**src/shared/lcs_pkg.sv**
```systemverilog
// package for the li-ion charger sequencer: register map, fields, timing
package lcs_pkg;
    // ****************************************************************
    // register map (byte addresses, one word each)
    // ****************************************************************
    localparam logic [3:0] ADDR_CONFIG = 4'h0;
    localparam logic [3:0] ADDR_STATUS = 4'h4;
    localparam logic [3:0] ADDR_IND_ON = 4'h8;
    localparam logic [3:0] ADDR_IND_PER = 4'hc;
    localparam int ADDR_W = 4;
    // ****************************************************************
    // charge_config_register fields
    // ****************************************************************
    localparam int CFG_CHG_DIS = 0;
    localparam int CFG_USB_DIS = 1;
    localparam int CFG_USB_HI = 2;
    localparam int CFG_RED_LO = 3;
    localparam int CFG_TMR_EN = 5;
    localparam int CFG_RESET = 6;
    localparam logic [7:0] CFG_RESET_VAL = 8'h00;
    // ****************************************************************
    // charge_status_register fields (write one to clear 0..3)
    // ****************************************************************
    localparam int ST_PRE_FAULT = 0;
    localparam int ST_FAST_FAULT = 1;
    localparam int ST_TAPER = 2;
    localparam int ST_TERM = 3;
    localparam int ST_AC_SEL = 4;
    localparam int ST_USB_SEL = 5;
    localparam int ST_PHASE_LO = 8;
    localparam int ST_ILIM_LO = 12;
    // ****************************************************************
    // current codes driven to the analog regulator
    // ****************************************************************
    localparam logic [3:0] I_OFF = 4'h0;
    localparam logic [3:0] I_DETECT = 4'h1;
    localparam logic [3:0] I_PRE = 4'h2; // one tenth of fast current
    localparam logic [3:0] I_USB100 = 4'h3;
    localparam logic [3:0] I_USB500 = 4'h4;
    localparam logic [3:0] I_AC100 = 4'h8; // ac 100,75,50,25 percent: 8..b
    // ****************************************************************
    // timing
    // ****************************************************************
    localparam int CLK_HZ = 20000000;
    localparam int USB_DLY_MS = 10;
    localparam int USB_DLY_CYC = USB_DLY_MS * (CLK_HZ / 1000);
    localparam int PRE_TMO_S = 1800;
    localparam int FAST_TMO_S = 18000;
    localparam int TAPER_TMO_S = 1800;
    localparam int TICK_CYC = CLK_HZ; // one second tick
    typedef enum logic [2:0] {SLEEP, USBWAIT, PRECHG, FASTCHG, VREG, DONE, FAULT}
        lcs_phase_t;
    // comparator inputs from the analog front end
    typedef struct packed {
        logic acValid;     // ac above battery + 100 mV
        logic acOver;      // ac above overvoltage limit
        logic usbValid;    // usb above battery + 100 mV
        logic battLow;     // below precharge_exit_threshold
        logic battRecharge; // below recharge_threshold
        logic inVreg;      // voltage regulation loop in control
        logic taperSeen;   // current below taper level
        logic termSeen;    // current below termination level
        logic tempOk;      // thermistor_sense inside window
        logic junctionHot; // junction above 145 C
        logic battReplaced; // replacement seen at detect current
    } lcs_sense_t;
endpackage

```
**src/verilog/lcs_sequencer.sv**
```systemverilog
// charger sequencer: source select, charge phases, timers, indicator, avalon slave
`timescale 1ns/10ps
module lcs_sequencer #(
    parameter int USB_DLY = lcs_pkg::USB_DLY_CYC,
    parameter int TICK = lcs_pkg::TICK_CYC,
    parameter int PRE_TMO = lcs_pkg::PRE_TMO_S,
    parameter int FAST_TMO = lcs_pkg::FAST_TMO_S,
    parameter int TAPER_TMO = lcs_pkg::TAPER_TMO_S
) (
    input wire logic core_clk,
    input wire logic rst_b,
    input wire logic [lcs_pkg::ADDR_W-1:0] avs_address,
    input wire logic avs_read,
    input wire logic avs_write,
    input wire logic [31:0] avs_writedata,
    output logic [31:0] avs_readdata,
    output logic avs_waitrequest,
    input wire lcs_pkg::lcs_sense_t sense,
    output logic chargeOn,
    output logic [3:0] chargeCurrent,
    output logic useAc,
    output logic useUsb,
    output logic chargeIrq,
    output logic supplyGoodOut,
    output logic supplyGoodOe
);
    // ****************************************************************
    // register bus: one wait state, answer on second cycle
    // ****************************************************************
    logic ack_q;
    logic [7:0] cfg_q;
    logic [3:0] stFlags_q;
    logic [7:0] indOn_q;
    logic [7:0] indPer_q;
    logic [31:0] rdMux;
    wire busReq = (avs_read | avs_write) & ~ack_q;
    wire wrAck = avs_write & ack_q;
    wire wrCfg = wrAck & (avs_address == lcs_pkg::ADDR_CONFIG);
    wire wrSt = wrAck & (avs_address == lcs_pkg::ADDR_STATUS);
    wire wrOn = wrAck & (avs_address == lcs_pkg::ADDR_IND_ON);
    wire wrPer = wrAck & (avs_address == lcs_pkg::ADDR_IND_PER);
    lcs_pkg::lcs_phase_t phase_q;
    logic [3:0] iNext;
    always_comb
    begin
        case (avs_address)
            lcs_pkg::ADDR_CONFIG: rdMux = {24'h000000, cfg_q};
            lcs_pkg::ADDR_STATUS: rdMux = {16'h0000, iNext, 1'b0, phase_q,
                2'h0, useUsb, useAc, stFlags_q};
            lcs_pkg::ADDR_IND_ON: rdMux = {24'h000000, indOn_q};
            lcs_pkg::ADDR_IND_PER: rdMux = {24'h000000, indPer_q};
            default: rdMux = 32'h00000000; // unmapped reads zero, writes dropped
        endcase
    end
    // ack toggles so that each request gets exactly one low waitrequest
    always_ff @(posedge core_clk or negedge rst_b)
    begin
        if (!rst_b)
        begin
            ack_q <= 1'b0;
            avs_readdata <= 32'h00000000;
        end
        else
        begin
            ack_q <= busReq;
            if (busReq)
                avs_readdata <= rdMux;
        end
    end
    assign avs_waitrequest = ~ack_q;
    // config and indicator registers; reset leaves fast and taper timers disabled
    always_ff @(posedge core_clk or negedge rst_b)
    begin
        if (!rst_b)
        begin
            cfg_q <= lcs_pkg::CFG_RESET_VAL;
            indOn_q <= 8'h00;
            indPer_q <= 8'h00;
        end
        else
        begin
            if (wrCfg)
                cfg_q <= avs_writedata[7:0];
            if (wrOn)
                indOn_q <= avs_writedata[7:0];
            if (wrPer)
                indPer_q <= avs_writedata[7:0];
        end
    end
    // ****************************************************************
    // source selection and gating
    // ****************************************************************
    wire hostRst = cfg_q[lcs_pkg::CFG_RESET];
    wire acOk = sense.acValid & ~sense.acOver;
    wire selAc = acOk;
    wire selUsb = ~sense.acValid & sense.usbValid;
    wire noSupply = ~sense.acValid & ~sense.usbValid;
    wire usbOff = selUsb & cfg_q[lcs_pkg::CFG_USB_DIS];
    wire chgAllowed = ~cfg_q[lcs_pkg::CFG_CHG_DIS] & ~hostRst & ~usbOff
        & (selAc | selUsb);
    wire suspend = ~sense.tempOk | sense.junctionHot;
    wire tmrEn = cfg_q[lcs_pkg::CFG_TMR_EN];
    wire [1:0] acRed = cfg_q[lcs_pkg::CFG_RED_LO+1:lcs_pkg::CFG_RED_LO];
    wire [3:0] fastI = selAc ? (lcs_pkg::I_AC100 | {2'b00, acRed})
        : (cfg_q[lcs_pkg::CFG_USB_HI] ? lcs_pkg::I_USB500 : lcs_pkg::I_USB100);
    // ****************************************************************
    // timers: one-second tick, seconds counters
    // ****************************************************************
    logic [31:0] tick_q;
    logic [31:0] dly_q;
    logic [15:0] preT_q;
    logic [15:0] fastT_q;
    logic [15:0] taperT_q;
    wire tickEn = (tick_q == 32'(TICK - 1));
    wire preExp = (preT_q == 16'(PRE_TMO));
    wire fastExp = (fastT_q == 16'(FAST_TMO));
    wire taperExp = (taperT_q == 16'(TAPER_TMO));
    wire dlyDone = (dly_q == 32'(USB_DLY));
    wire taperHold = (phase_q == lcs_pkg::VREG) & sense.taperSeen;
    // ****************************************************************
    // phase machine
    // ****************************************************************
    lcs_pkg::lcs_phase_t phase_d;
    wire inCharge = (phase_q == lcs_pkg::PRECHG) | (phase_q == lcs_pkg::FASTCHG)
        | (phase_q == lcs_pkg::VREG);
    always_comb
    begin
        phase_d = phase_q;
        case (phase_q)
            lcs_pkg::SLEEP:
                if (!noSupply)
                    phase_d = selUsb ? lcs_pkg::USBWAIT : lcs_pkg::PRECHG;
            lcs_pkg::USBWAIT:
                if (selAc)
                    phase_d = lcs_pkg::PRECHG;
                else if (dlyDone)
                    phase_d = lcs_pkg::PRECHG;
            lcs_pkg::PRECHG:
                if (preExp)
                    phase_d = lcs_pkg::FAULT;
                else if (!sense.battLow)
                    phase_d = lcs_pkg::FASTCHG;
            lcs_pkg::FASTCHG:
                if (tmrEn && fastExp)
                    phase_d = lcs_pkg::FAULT;
                else if (sense.termSeen && !suspend)
                    phase_d = lcs_pkg::DONE;
                else if (sense.inVreg)
                    phase_d = lcs_pkg::VREG;
            lcs_pkg::VREG:
                if (tmrEn && fastExp)
                    phase_d = lcs_pkg::FAULT;
                else if ((tmrEn && taperExp) || (sense.termSeen && !suspend))
                    phase_d = lcs_pkg::DONE;
                else if (!sense.inVreg)
                    phase_d = lcs_pkg::FASTCHG;
            lcs_pkg::DONE:
                if (sense.battRecharge)
                    phase_d = lcs_pkg::PRECHG;
            lcs_pkg::FAULT:
                if (sense.battReplaced)
                    phase_d = lcs_pkg::PRECHG;
            default: phase_d = lcs_pkg::SLEEP;
        endcase
        if (noSupply)
            phase_d = lcs_pkg::SLEEP;
        else if (phase_q == lcs_pkg::SLEEP && phase_d == lcs_pkg::PRECHG && selUsb)
            phase_d = lcs_pkg::USBWAIT;
    end
    always_ff @(posedge core_clk or negedge rst_b)
    begin
        if (!rst_b)
            phase_q <= lcs_pkg::SLEEP;
        else
            phase_q <= phase_d;
    end
    // timer counters; suspend holds the seconds counters rather than clearing them, the usb delay keeps counting
    always_ff @(posedge core_clk or negedge rst_b)
    begin
        if (!rst_b)
        begin
            tick_q <= 32'h00000000;
            dly_q <= 32'h00000000;
            preT_q <= 16'h0000;
            fastT_q <= 16'h0000;
            taperT_q <= 16'h0000;
        end
        else
        begin
            tick_q <= tickEn ? 32'h00000000 : tick_q + 32'h00000001;
            if (phase_q != lcs_pkg::USBWAIT)
                dly_q <= 32'h00000000;
            else if (!dlyDone && !usbOff)
                dly_q <= dly_q + 32'h00000001; // host may hold it off
            if (phase_q != lcs_pkg::PRECHG)
                preT_q <= 16'h0000;
            else if (tickEn && !suspend && !preExp)
                preT_q <= preT_q + 16'h0001;
            if (!tmrEn || (phase_q != lcs_pkg::VREG && phase_q != lcs_pkg::FASTCHG)
                || (phase_q == lcs_pkg::VREG && !sense.inVreg))
                fastT_q <= 16'h0000;
            else if (tickEn && !suspend && !fastExp && !taperHold)
                fastT_q <= fastT_q + 16'h0001;
            if (!tmrEn || phase_q != lcs_pkg::VREG || !sense.taperSeen)
                taperT_q <= 16'h0000;
            else if (tickEn && !suspend && !taperExp)
                taperT_q <= taperT_q + 16'h0001;
        end
    end
    // ****************************************************************
    // status flags: set wins over host clear
    // ****************************************************************
    wire newBatt = (phase_q == lcs_pkg::DONE && sense.battRecharge)
        || (phase_q == lcs_pkg::FAULT && sense.battReplaced);
    wire setPre = (phase_q == lcs_pkg::PRECHG) && (phase_d == lcs_pkg::FAULT);
    wire setFast = (phase_q != lcs_pkg::PRECHG) && (phase_q != lcs_pkg::FAULT)
        && (phase_d == lcs_pkg::FAULT);
    wire setTaper = (phase_q == lcs_pkg::VREG) && (phase_d == lcs_pkg::DONE) && tmrEn && taperExp;
    wire setTerm = (phase_q != lcs_pkg::DONE) && (phase_d == lcs_pkg::DONE) && !setTaper;
    wire [3:0] setVec = {setTerm, setTaper, setFast, setPre};
    wire [3:0] clrVec = (wrSt ? avs_writedata[3:0] : 4'h0)
        | (newBatt ? 4'hf : 4'h0);
    always_ff @(posedge core_clk or negedge rst_b)
    begin
        if (!rst_b)
            stFlags_q <= 4'h0;
        else
            stFlags_q <= (stFlags_q & ~clrVec) | setVec;
    end
    // ****************************************************************
    // outputs to the power stage
    // ****************************************************************
    always_comb
    begin
        iNext = lcs_pkg::I_OFF;
        if (phase_q == lcs_pkg::FAULT)
            iNext = lcs_pkg::I_DETECT;
        else if (inCharge && chgAllowed && !suspend)
            iNext = (phase_q == lcs_pkg::PRECHG) ? lcs_pkg::I_PRE : fastI;
    end
    // ****************************************************************
    // supply good indicator: charger driven or blink by registers
    // ****************************************************************
    logic [7:0] blink_q;
    wire blinkOn = (indPer_q != 8'h00) && (blink_q < indOn_q);
    wire pgChg = (acOk | sense.usbValid) && (phase_q != lcs_pkg::SLEEP);
    wire pgUser = (indOn_q != 8'h00) || (indPer_q != 8'h00);
    wire pgOn = pgUser ? ((indPer_q == 8'h00) ? 1'b1 : blinkOn) : pgChg;
    always_ff @(posedge core_clk or negedge rst_b)
    begin
        if (!rst_b)
        begin
            blink_q <= 8'h00;
            chargeOn <= 1'b0;
            chargeCurrent <= lcs_pkg::I_OFF;
            useAc <= 1'b0;
            useUsb <= 1'b0;
            chargeIrq <= 1'b0;
            supplyGoodOut <= 1'b0;
            supplyGoodOe <= 1'b0;
        end
        else
        begin
            if (tickEn)
                blink_q <= (blink_q + 8'h01 >= indPer_q) ? 8'h00 : blink_q + 8'h01;
            chargeOn <= (iNext != lcs_pkg::I_OFF);
            chargeCurrent <= iNext;
            useAc <= selAc;
            useUsb <= selUsb;
            chargeIrq <= |stFlags_q;
            supplyGoodOut <= 1'b0; // open drain, low means on
            supplyGoodOe <= pgOn && !hostRst;
        end
    end
    // ****************************************************************
    // checks
    // ****************************************************************
    AST_AC_PRIO: assert property (@(posedge core_clk) disable iff (!rst_b)
        (sense.acValid && !sense.acOver) |=> useAc && !useUsb) else $error("ac not chosen");
    AST_OVP: assert property (@(posedge core_clk) disable iff (!rst_b)
        (sense.acOver && !sense.usbValid && phase_q != lcs_pkg::FAULT) |=>
        chargeCurrent == lcs_pkg::I_OFF) else $error("charging from overvoltage ac");
    AST_TEMP: assert property (@(posedge core_clk) disable iff (!rst_b)
        !sense.tempOk && phase_q != lcs_pkg::FAULT |=> !chargeOn) else $error("hot");
    AST_HOT: assert property (@(posedge core_clk) disable iff (!rst_b)
        sense.junctionHot && phase_q != lcs_pkg::FAULT |=> chargeCurrent == lcs_pkg::I_OFF)
        else $error("junction hot charge");
    AST_DIS: assert property (@(posedge core_clk) disable iff (!rst_b)
        cfg_q[lcs_pkg::CFG_CHG_DIS] && phase_q != lcs_pkg::FAULT |=> !chargeOn)
        else $error("charge while disabled");
    AST_FREEZE: assert property (@(posedge core_clk) disable iff (!rst_b)
        suspend && phase_q == phase_d |=> $stable(fastT_q) && $stable(taperT_q))
        else $error("timer moved in suspend");
    AST_NOTMR: assert property (@(posedge core_clk) disable iff (!rst_b)
        !tmrEn |=> fastT_q == 16'h0000) else $error("timer without enable");
    AST_PGZ: assert property (@(posedge core_clk) disable iff (!rst_b)
        hostRst |=> !supplyGoodOe) else $error("indicator driven in reset");
    AST_SLEEP: assert property (@(posedge core_clk) disable iff (!rst_b)
        noSupply |=> phase_q == lcs_pkg::SLEEP ##1 !supplyGoodOe || pgUser)
        else $error("no sleep");
    AST_PREI: assert property (@(posedge core_clk) disable iff (!rst_b)
        phase_q == lcs_pkg::PRECHG && chgAllowed && !suspend |=> chargeCurrent == lcs_pkg::I_PRE)
        else $error("wrong precharge current");
    COV_FULL: cover property (@(posedge core_clk) phase_q == lcs_pkg::VREG ##1
        phase_q == lcs_pkg::DONE);
    COV_FAULT: cover property (@(posedge core_clk) phase_q == lcs_pkg::PRECHG ##1
        phase_q == lcs_pkg::FAULT);
    COV_USB: cover property (@(posedge core_clk) phase_q == lcs_pkg::USBWAIT ##1
        phase_q == lcs_pkg::PRECHG);
endmodule

```
**config.mk**
```make
export PLATFORM = sky130hd
export DESIGN_NAME = lcs_sequencer
export DESIGN_NICKNAME = d
export VERILOG_FILES = /design/src/shared/lcs_pkg.sv /design/src/verilog/lcs_sequencer.sv
export SDC_FILE = /design/constraint.sdc
export NUM_CORES = 1
export LEC_CHECK = 0
export BUFFER_PORTS_ARGS = -buffer_cell sky130_fd_sc_hd__buf_2
export CELL_PAD_IN_SITES_DETAIL_PLACEMENT = 2
export CELL_PAD_IN_SITES_GLOBAL_PLACEMENT = 2
export CORE_AREA = 2 2 169 155
export CTS_CLUSTER_DIAMETER = 50
export DETAILED_ROUTE_END_ITERATION = 6
export DIE_AREA = 0 0 171 157
export PLACE_DENSITY = 0.9
export SYNTH_ARGS = -nofsm -noshare
export SYNTH_HDL_FRONTEND = slang
export SYNTH_SLANG_ARGS = --single-unit
```
**constraint.sdc**
```tcl
create_clock -name core_clk -period 3.45 [get_ports core_clk]
set_clock_uncertainty 0.1 [all_clocks]
set_input_delay 0.345 -clock core_clk [delete_from_list [all_inputs] [get_ports core_clk]]
set_output_delay 0.345 -clock core_clk [all_outputs]
set_load 0.05 [all_outputs]
```
After elaboration in Yosys (flattened, before gate mapping)
Index checks and enable logic that the tools add are counted.
{ "op_classes": {"order_cmp": 2, "addsub": 6, "reduce_logical": 59, "mux": 37, "bitwise": 32, "n_eq_ne": 23} }
{ "ops": {"columns": ["operator", "n"], "rows": [
  ["16-bit two-way mux", 6],
  ["32-bit two-way mux", 3],
  ["32-bit by 1-bit adder with 32-bit output, second input constant", 2],
  ["16-bit case mux with 4 select lines", 1],
  ["16-bit by 1-bit adder with 16-bit output, second input constant", 3],
  ["3-bit two-way mux", 16],
  ["16-bit by 11-bit == test with 1-bit output, second input constant", 2],
  ["32-bit by 18-bit == test with 1-bit output, second input constant", 1],
  ["32-bit by 25-bit == test with 1-bit output, second input constant", 1],
  ["1-bit logical AND", 28],
  ["4-bit two-way mux", 6],
  ["3-bit case mux with 7 select lines", 1],
  ["16-bit by 15-bit == test with 1-bit output, second input constant", 1],
  ["8-bit nonzero test", 2],
  ["3-bit == test, second input constant", 5],
  ["1-bit AND", 14],
  ["1-bit logical NOT", 12],
  ["3-bit by 2-bit == test with 1-bit output, second input constant", 3],
  ["3-bit != test, second input constant", 3],
  ["8-bit by 1-bit adder with 8-bit output, second input constant", 1],
  ["4-bit == test, second input constant", 2],
  ["8-bit greater-or-equal comparator", 1],
  ["8-bit logical NOT", 1],
  ["8-bit < comparator", 1],
  ["other kinds (19)", 43]
]} }
{ "word_totals": {"inputBits": 51, "out_inout_bits": 43, "elab_cells": 178, "register_bits": 193} }

Longest topological paths before layout
{ "depth": {"depth_word": 20, "ltp_mapped": 10, "mapped_depth_nobuf": 10} }

Worst setup path before layout
Ideal clock, no wire load.
{ "synth_timing": {"kind": "reg-to-reg", "start": "reg tick_q[0]", "end": "reg fastT_q[14]", "required_time_ps": 3272, "n_path_buf": 2, "synth_period_minus_slack_ps": 2586, "arrival_ps": 2408, "setup_ps": 78, "path_slack_ps": 864, "path_stages_with_launch": 9, "cell_sequence": "dfrtp_1 ha_1 nand3_1 or3b_1 clkbuf_1 or4_4 buf_6 or3_1 a21oi_1"} }
{ "synth_via": {"elab_chain_cells": 5} }
{ "synth_rtl": {"columns": ["element", "line", "source"], "rows": [
  ["start: declaration", "lcs_sequencer.sv:109", "logic [31:0] tick_q;"],
  ["start signal: assignment", "lcs_sequencer.sv:190", "tick_q <= tickEn ? 32'h00000000 : tick_q + 32'h00000001;"],
  ["32-bit by 25-bit == test with 1-bit output", "lcs_sequencer.sv:114", "wire tickEn = (tick_q == 32'(TICK - 1));"],
  ["1-bit logical AND (3 in a row)", "lcs_sequencer.sv:202", "else if (tickEn && !suspend && !fastExp && !taperHold)"],
  ["2-bit nonzero test (no source line)", null, null],
  ["end signal: assignment", "lcs_sequencer.sv:203", "fastT_q <= fastT_q + 16'h0001;"],
  ["end: declaration", "lcs_sequencer.sv:112", "logic [15:0] fastT_q;"]
]} }
No other way between the ends.
A chain may end at the register's enable or synchronous reset.

Worst setup path in the final report
{ "layout_timing": {"start": "reg tick_q[0]", "end": "reg taperT_q[1]"} }
{ "layout_via": {"elab_chain_cells": 4} }
{ "layout_rtl": {"columns": ["element", "line", "source"], "rows": [
  ["32-bit by 25-bit == test with 1-bit output", "lcs_sequencer.sv:114", null],
  ["1-bit logical AND (2 in a row)", "lcs_sequencer.sv:206", "else if (tickEn && !suspend && !taperExp)"],
  ["2-bit nonzero test (no source line)", null, null],
  ["end signal: assignment", "lcs_sequencer.sv:207", "taperT_q <= taperT_q + 16'h0001;"],
  ["end: declaration", "lcs_sequencer.sv:113", "logic [15:0] taperT_q;"]
]} }
No other way between the ends.

==> results.txt <==
- Once detail routing completed, the nets flagged for antenna violations numbered 0.
* Mean instance size in the synthesized netlist: 9.66 sq um
* Crit start category: flip-flop
* Layout cell share with drive strength beyond 1: 12.9%
- Summing the sequential cell areas from Yosys gives 46.9% of the chip area.
- Hold Path Origin: avs_writedata[6]
- Based on the critical path, the design can be clocked at up to 0.320 GHz.
- In the routed design, unresolved DRC markers number 0.
* R2R Path Start: tick_q[0]
- Capture point of the worst reg-to-reg path: taperT_q[1]
* Cell Rows: 55
- Setup total negative slack on the finished layout was measured at 0 ps.
- The final-report max-slew violation count was 0.
- Register-to-register setup slack: ~330 ps
* Number of synthesized flops with an enable pin: 0
* Area of all sequential standard cells: 0.00440 sq mm
- Worst Hold Path EP: indPer_q[6]
- The finished cells cover around 0.011 sq mm.
- Endpoint required time on the critical path: 3660 ps
- Number of vias in the routed layout: 7,914
- The number of antenna violations at the first check in global routing is 2.
- Leading area contributor after synthesis: dfrtp_1
- Worst Setup Path Type: reg -> reg
* Number of vias per cell: 5.70
- First-iteration detailed-routing DRC count: 491
- Once layout is complete, the utilization of the core stands at 42.8%.
- Average wire per cell in the routed design: 23.7 um
- Summed over all nets, the half-perimeter wirelength after detailed placement is 20,900 um.
- Yosys attributes the largest share of cell area to dfrtp_1 (47%), xnor2_1 (5.4%), nor2_1 (4.1%).
- Worst-Margin Slew: between 900 and 1000 ps
* Maximum number of pins on one net before global-route repair: 99
- On the worst path, the slowest cell contributes a delay of 640 ps.
- Number of buffers on the longest clock path: 2
- The tightest min-delay check is of the in -> reg type.
- Width of the die: 171 um
- Register-to-Register Path Depth: 8
* Unrepaired setup endpoints after global routing: false
- Effective utilization at floorplan: 37.7%
* Relative max-transition margin: 33.5%
* Critical path fanouts, max: 17
* Via count of the first global-routing pass: 9,031
- Walking the worst path, the cells encountered are ha_1 > nand3_1 > or3b_1 > nor4_4 > buf_4 > o21ai_0 > mux2i_1 > nor2_1.
- Counting every sink on the clock net gives ~180.
- Commonest cells in the netlist: dfrtp_1 (176), nor2_1 (103), nand2_1 (78)
* Cell area after synthesis: around 0.0094 sq mm
- CTS tree: built
- Clock network latency to the later pin of the worst-skew pair: about 460 ps
* Die height: 157 um
- Area of the multi-input gates: 0.00462 sq mm
- Element type at the critical path end: flip-flop
- Post-synth top area share: a little under half
- Critical Path Source: tick_q[0]
* Arrival time reported for the critical path endpoint: 3340 ps
- Most frequently used flop master after synthesis: dfrtp_1
- In the global route stage, overall resource usage came out at between 20 and 30%.
- The worst path needs 3120 ps of the cycle, external delays included.
* Leakage dissipation: 4.54 nW
- The floorplan step defined a core boundary enclosing 0.0249 sq mm.
* Share of async-settable or async-resettable flops after synthesis: 100%
* Count of fill cells added during filler insertion: 2,671
- CTS clock-pin slew for the worst setup and hold paths: 80 ps
- Count of hold-fix buffers inserted at cts: 1
* Worst hold path cell count: 3
* PD cells: 503 mW/mm^2
- Setup violations remaining at the end of the flow were counted as 0.
- The most common cell in the synthesized netlist is dfrtp_1.
- Hold Fails Final Rpt: 0
* Die Footprint: 0.0268 sq mm
- On the critical path, the stage with the largest delay is an instance of or3b_1.
- Top-level port count: 94
- For this run the aggregate overflow at the end of global routing stands at 0.
- After the last flow step, the layout net total stands at 1,107.
- Count of state elements after synthesis: 176
- The congestion estimate from routability-driven global placement came to 0.790.
- Status: completed
* Layout overhead on the synthesized area: 13.5%
- In the synthesized netlist, the number of instances is 972.
* Placement-stage cell area: between 0.01 and 0.015 sq mm
- Post-CTS Repair Setup Buffers: 0
- The synthesized netlist contains 62 unique library cells.
- Number of port buffers: 51
- Once the clock tree was built, the resizer swapped 0 gates to a different size.
- Buffers inserted during clock tree synthesis total 17.
- Peak supply drop: just under 0.7 mV
* Router iterations before antenna repair: 5
- Of the available clock period, the critical path in the final layout requires 90.5%.
- Across the run, the number of max-cap violations was 0.
- Summed over all layers, the routed wires come to 32,900 um.
- Yosys warning total: 0
* First-pass GRT wire length: 52,800 um
* Clock root cell: clkbuf_16
* Maximum level of the CTS H-tree: 4
==> routing by layer <==
metal	track usage, %	vias up	routed length (um)
li1	-	3526	-
met5	0	-	0
met3	4.60	77	1040
met1	30.1	4138	13300
met4	13.6	0	1350
met2	45.4	173	17300
==> area by class of cell <==
| class | instances | share of cell area, % |
|---|---|---|
| flip-flops and latches | 176 | 41.4 |
| clock inverters | 15 | 1.49 |
| diodes | 2 | 0.0470 |
| multi-input cells | 718 | 43.4 |
| clock buffers | 17 | 3.99 |
| well taps | 342 | 4.02 |
| inverters | 47 | 1.66 |
| repair buffers | 71 | 4.03 |
==> flip-flops by register name, indices dropped and copies added (netlist names) <==
name	flops
blink_q	8
ack_q	1
avs_readdata	15
fastT_q	16
taperT_q	16
cfg_q	8
stFlags_q	4
phase_q	3
useUsb	1
chargeOn	1
tick_q	32
chargeCurrent	4
indPer_q	8
supplyGoodOe	1
useAc	1
preT_q	16
dly_q	32
chargeIrq	1
indOn_q	8
==> worst max-delay path by stage <==
stage | to | slack (ps) | depth (start not counted)
CTS | taperT_q[1] | 330 | 8
floorplan | fastT_q[14] | 860 | 8
global placement | taperT_q[1] | 670 | 8
detailed placement | taperT_q[1] | 500 | 8
finish | taperT_q[1] | 330 | 8
global route | taperT_q[1] | 170 | 8
==> placed cells by master, fill, tap and decap left out, drive strengths merged, types with 17 or more instances in the layout <==
cell and n:
dfrtp 176, nor2 103, nand2 78, buf 69, xnor2 58, inv 58, nand3 51, o21ai 49
xor2 36, nand4 34, nor4 34, nor3 33, ha 25, or3 24, a21oi 22, mux2 18
conb 18, clkbuf 18, a22o 17
==> critical path: cells and delay by family (launching register included) <==
kind / cells / cell delay [ps]
mux: 1 / 260
fa+ha+maj: 1 / 210
flops: 1 / 410
simple gates: 4 / 1410
buf+inv: 1 / 320
compound gates: 1 / 260
==> power breakdown <==
group / internal (W) / switching [W] / leakage, nW
Clock: 0.000975 / 0.00103 / 0.289
Sequential: 0.00219 / 0.000203 / 2.39
Combinational: 0.000292 / 0.000675 / 1.87
Total: 0.00346 / 0.00190 / 4.54
==> through the flow <==
step                      power [W]  setup slack (ps)  hold slack (ps)  cells
final                       0.00536               328             52.6   1388
after global routing        0.00555               172             55.3   1387
after CTS                   0.00539               332             31.4   1386
after detailed placement    0.00332               504              373   1353
after global placement      0.00324               665              363   1353
after floorplan             0.00297               864            -50.6    989
==> logic make-up (layout without fill, tap and decap cells) <==
kind of cell,count (synthesis),after routing,synth area share [%]
DFF,176,176,46.9
muxes,30,30,4.24
and+or+nand+nor,433,433,24.3
other,1,20,0.0400
xor gates and xnor gates,94,94,8.77
AOI/OAI and AO/OA,118,118,7.82
buffers and inverters,95,150,4.60
adders and majority gates,25,25,3.33
No activity file was read; power rests on OpenSTA's default activity.
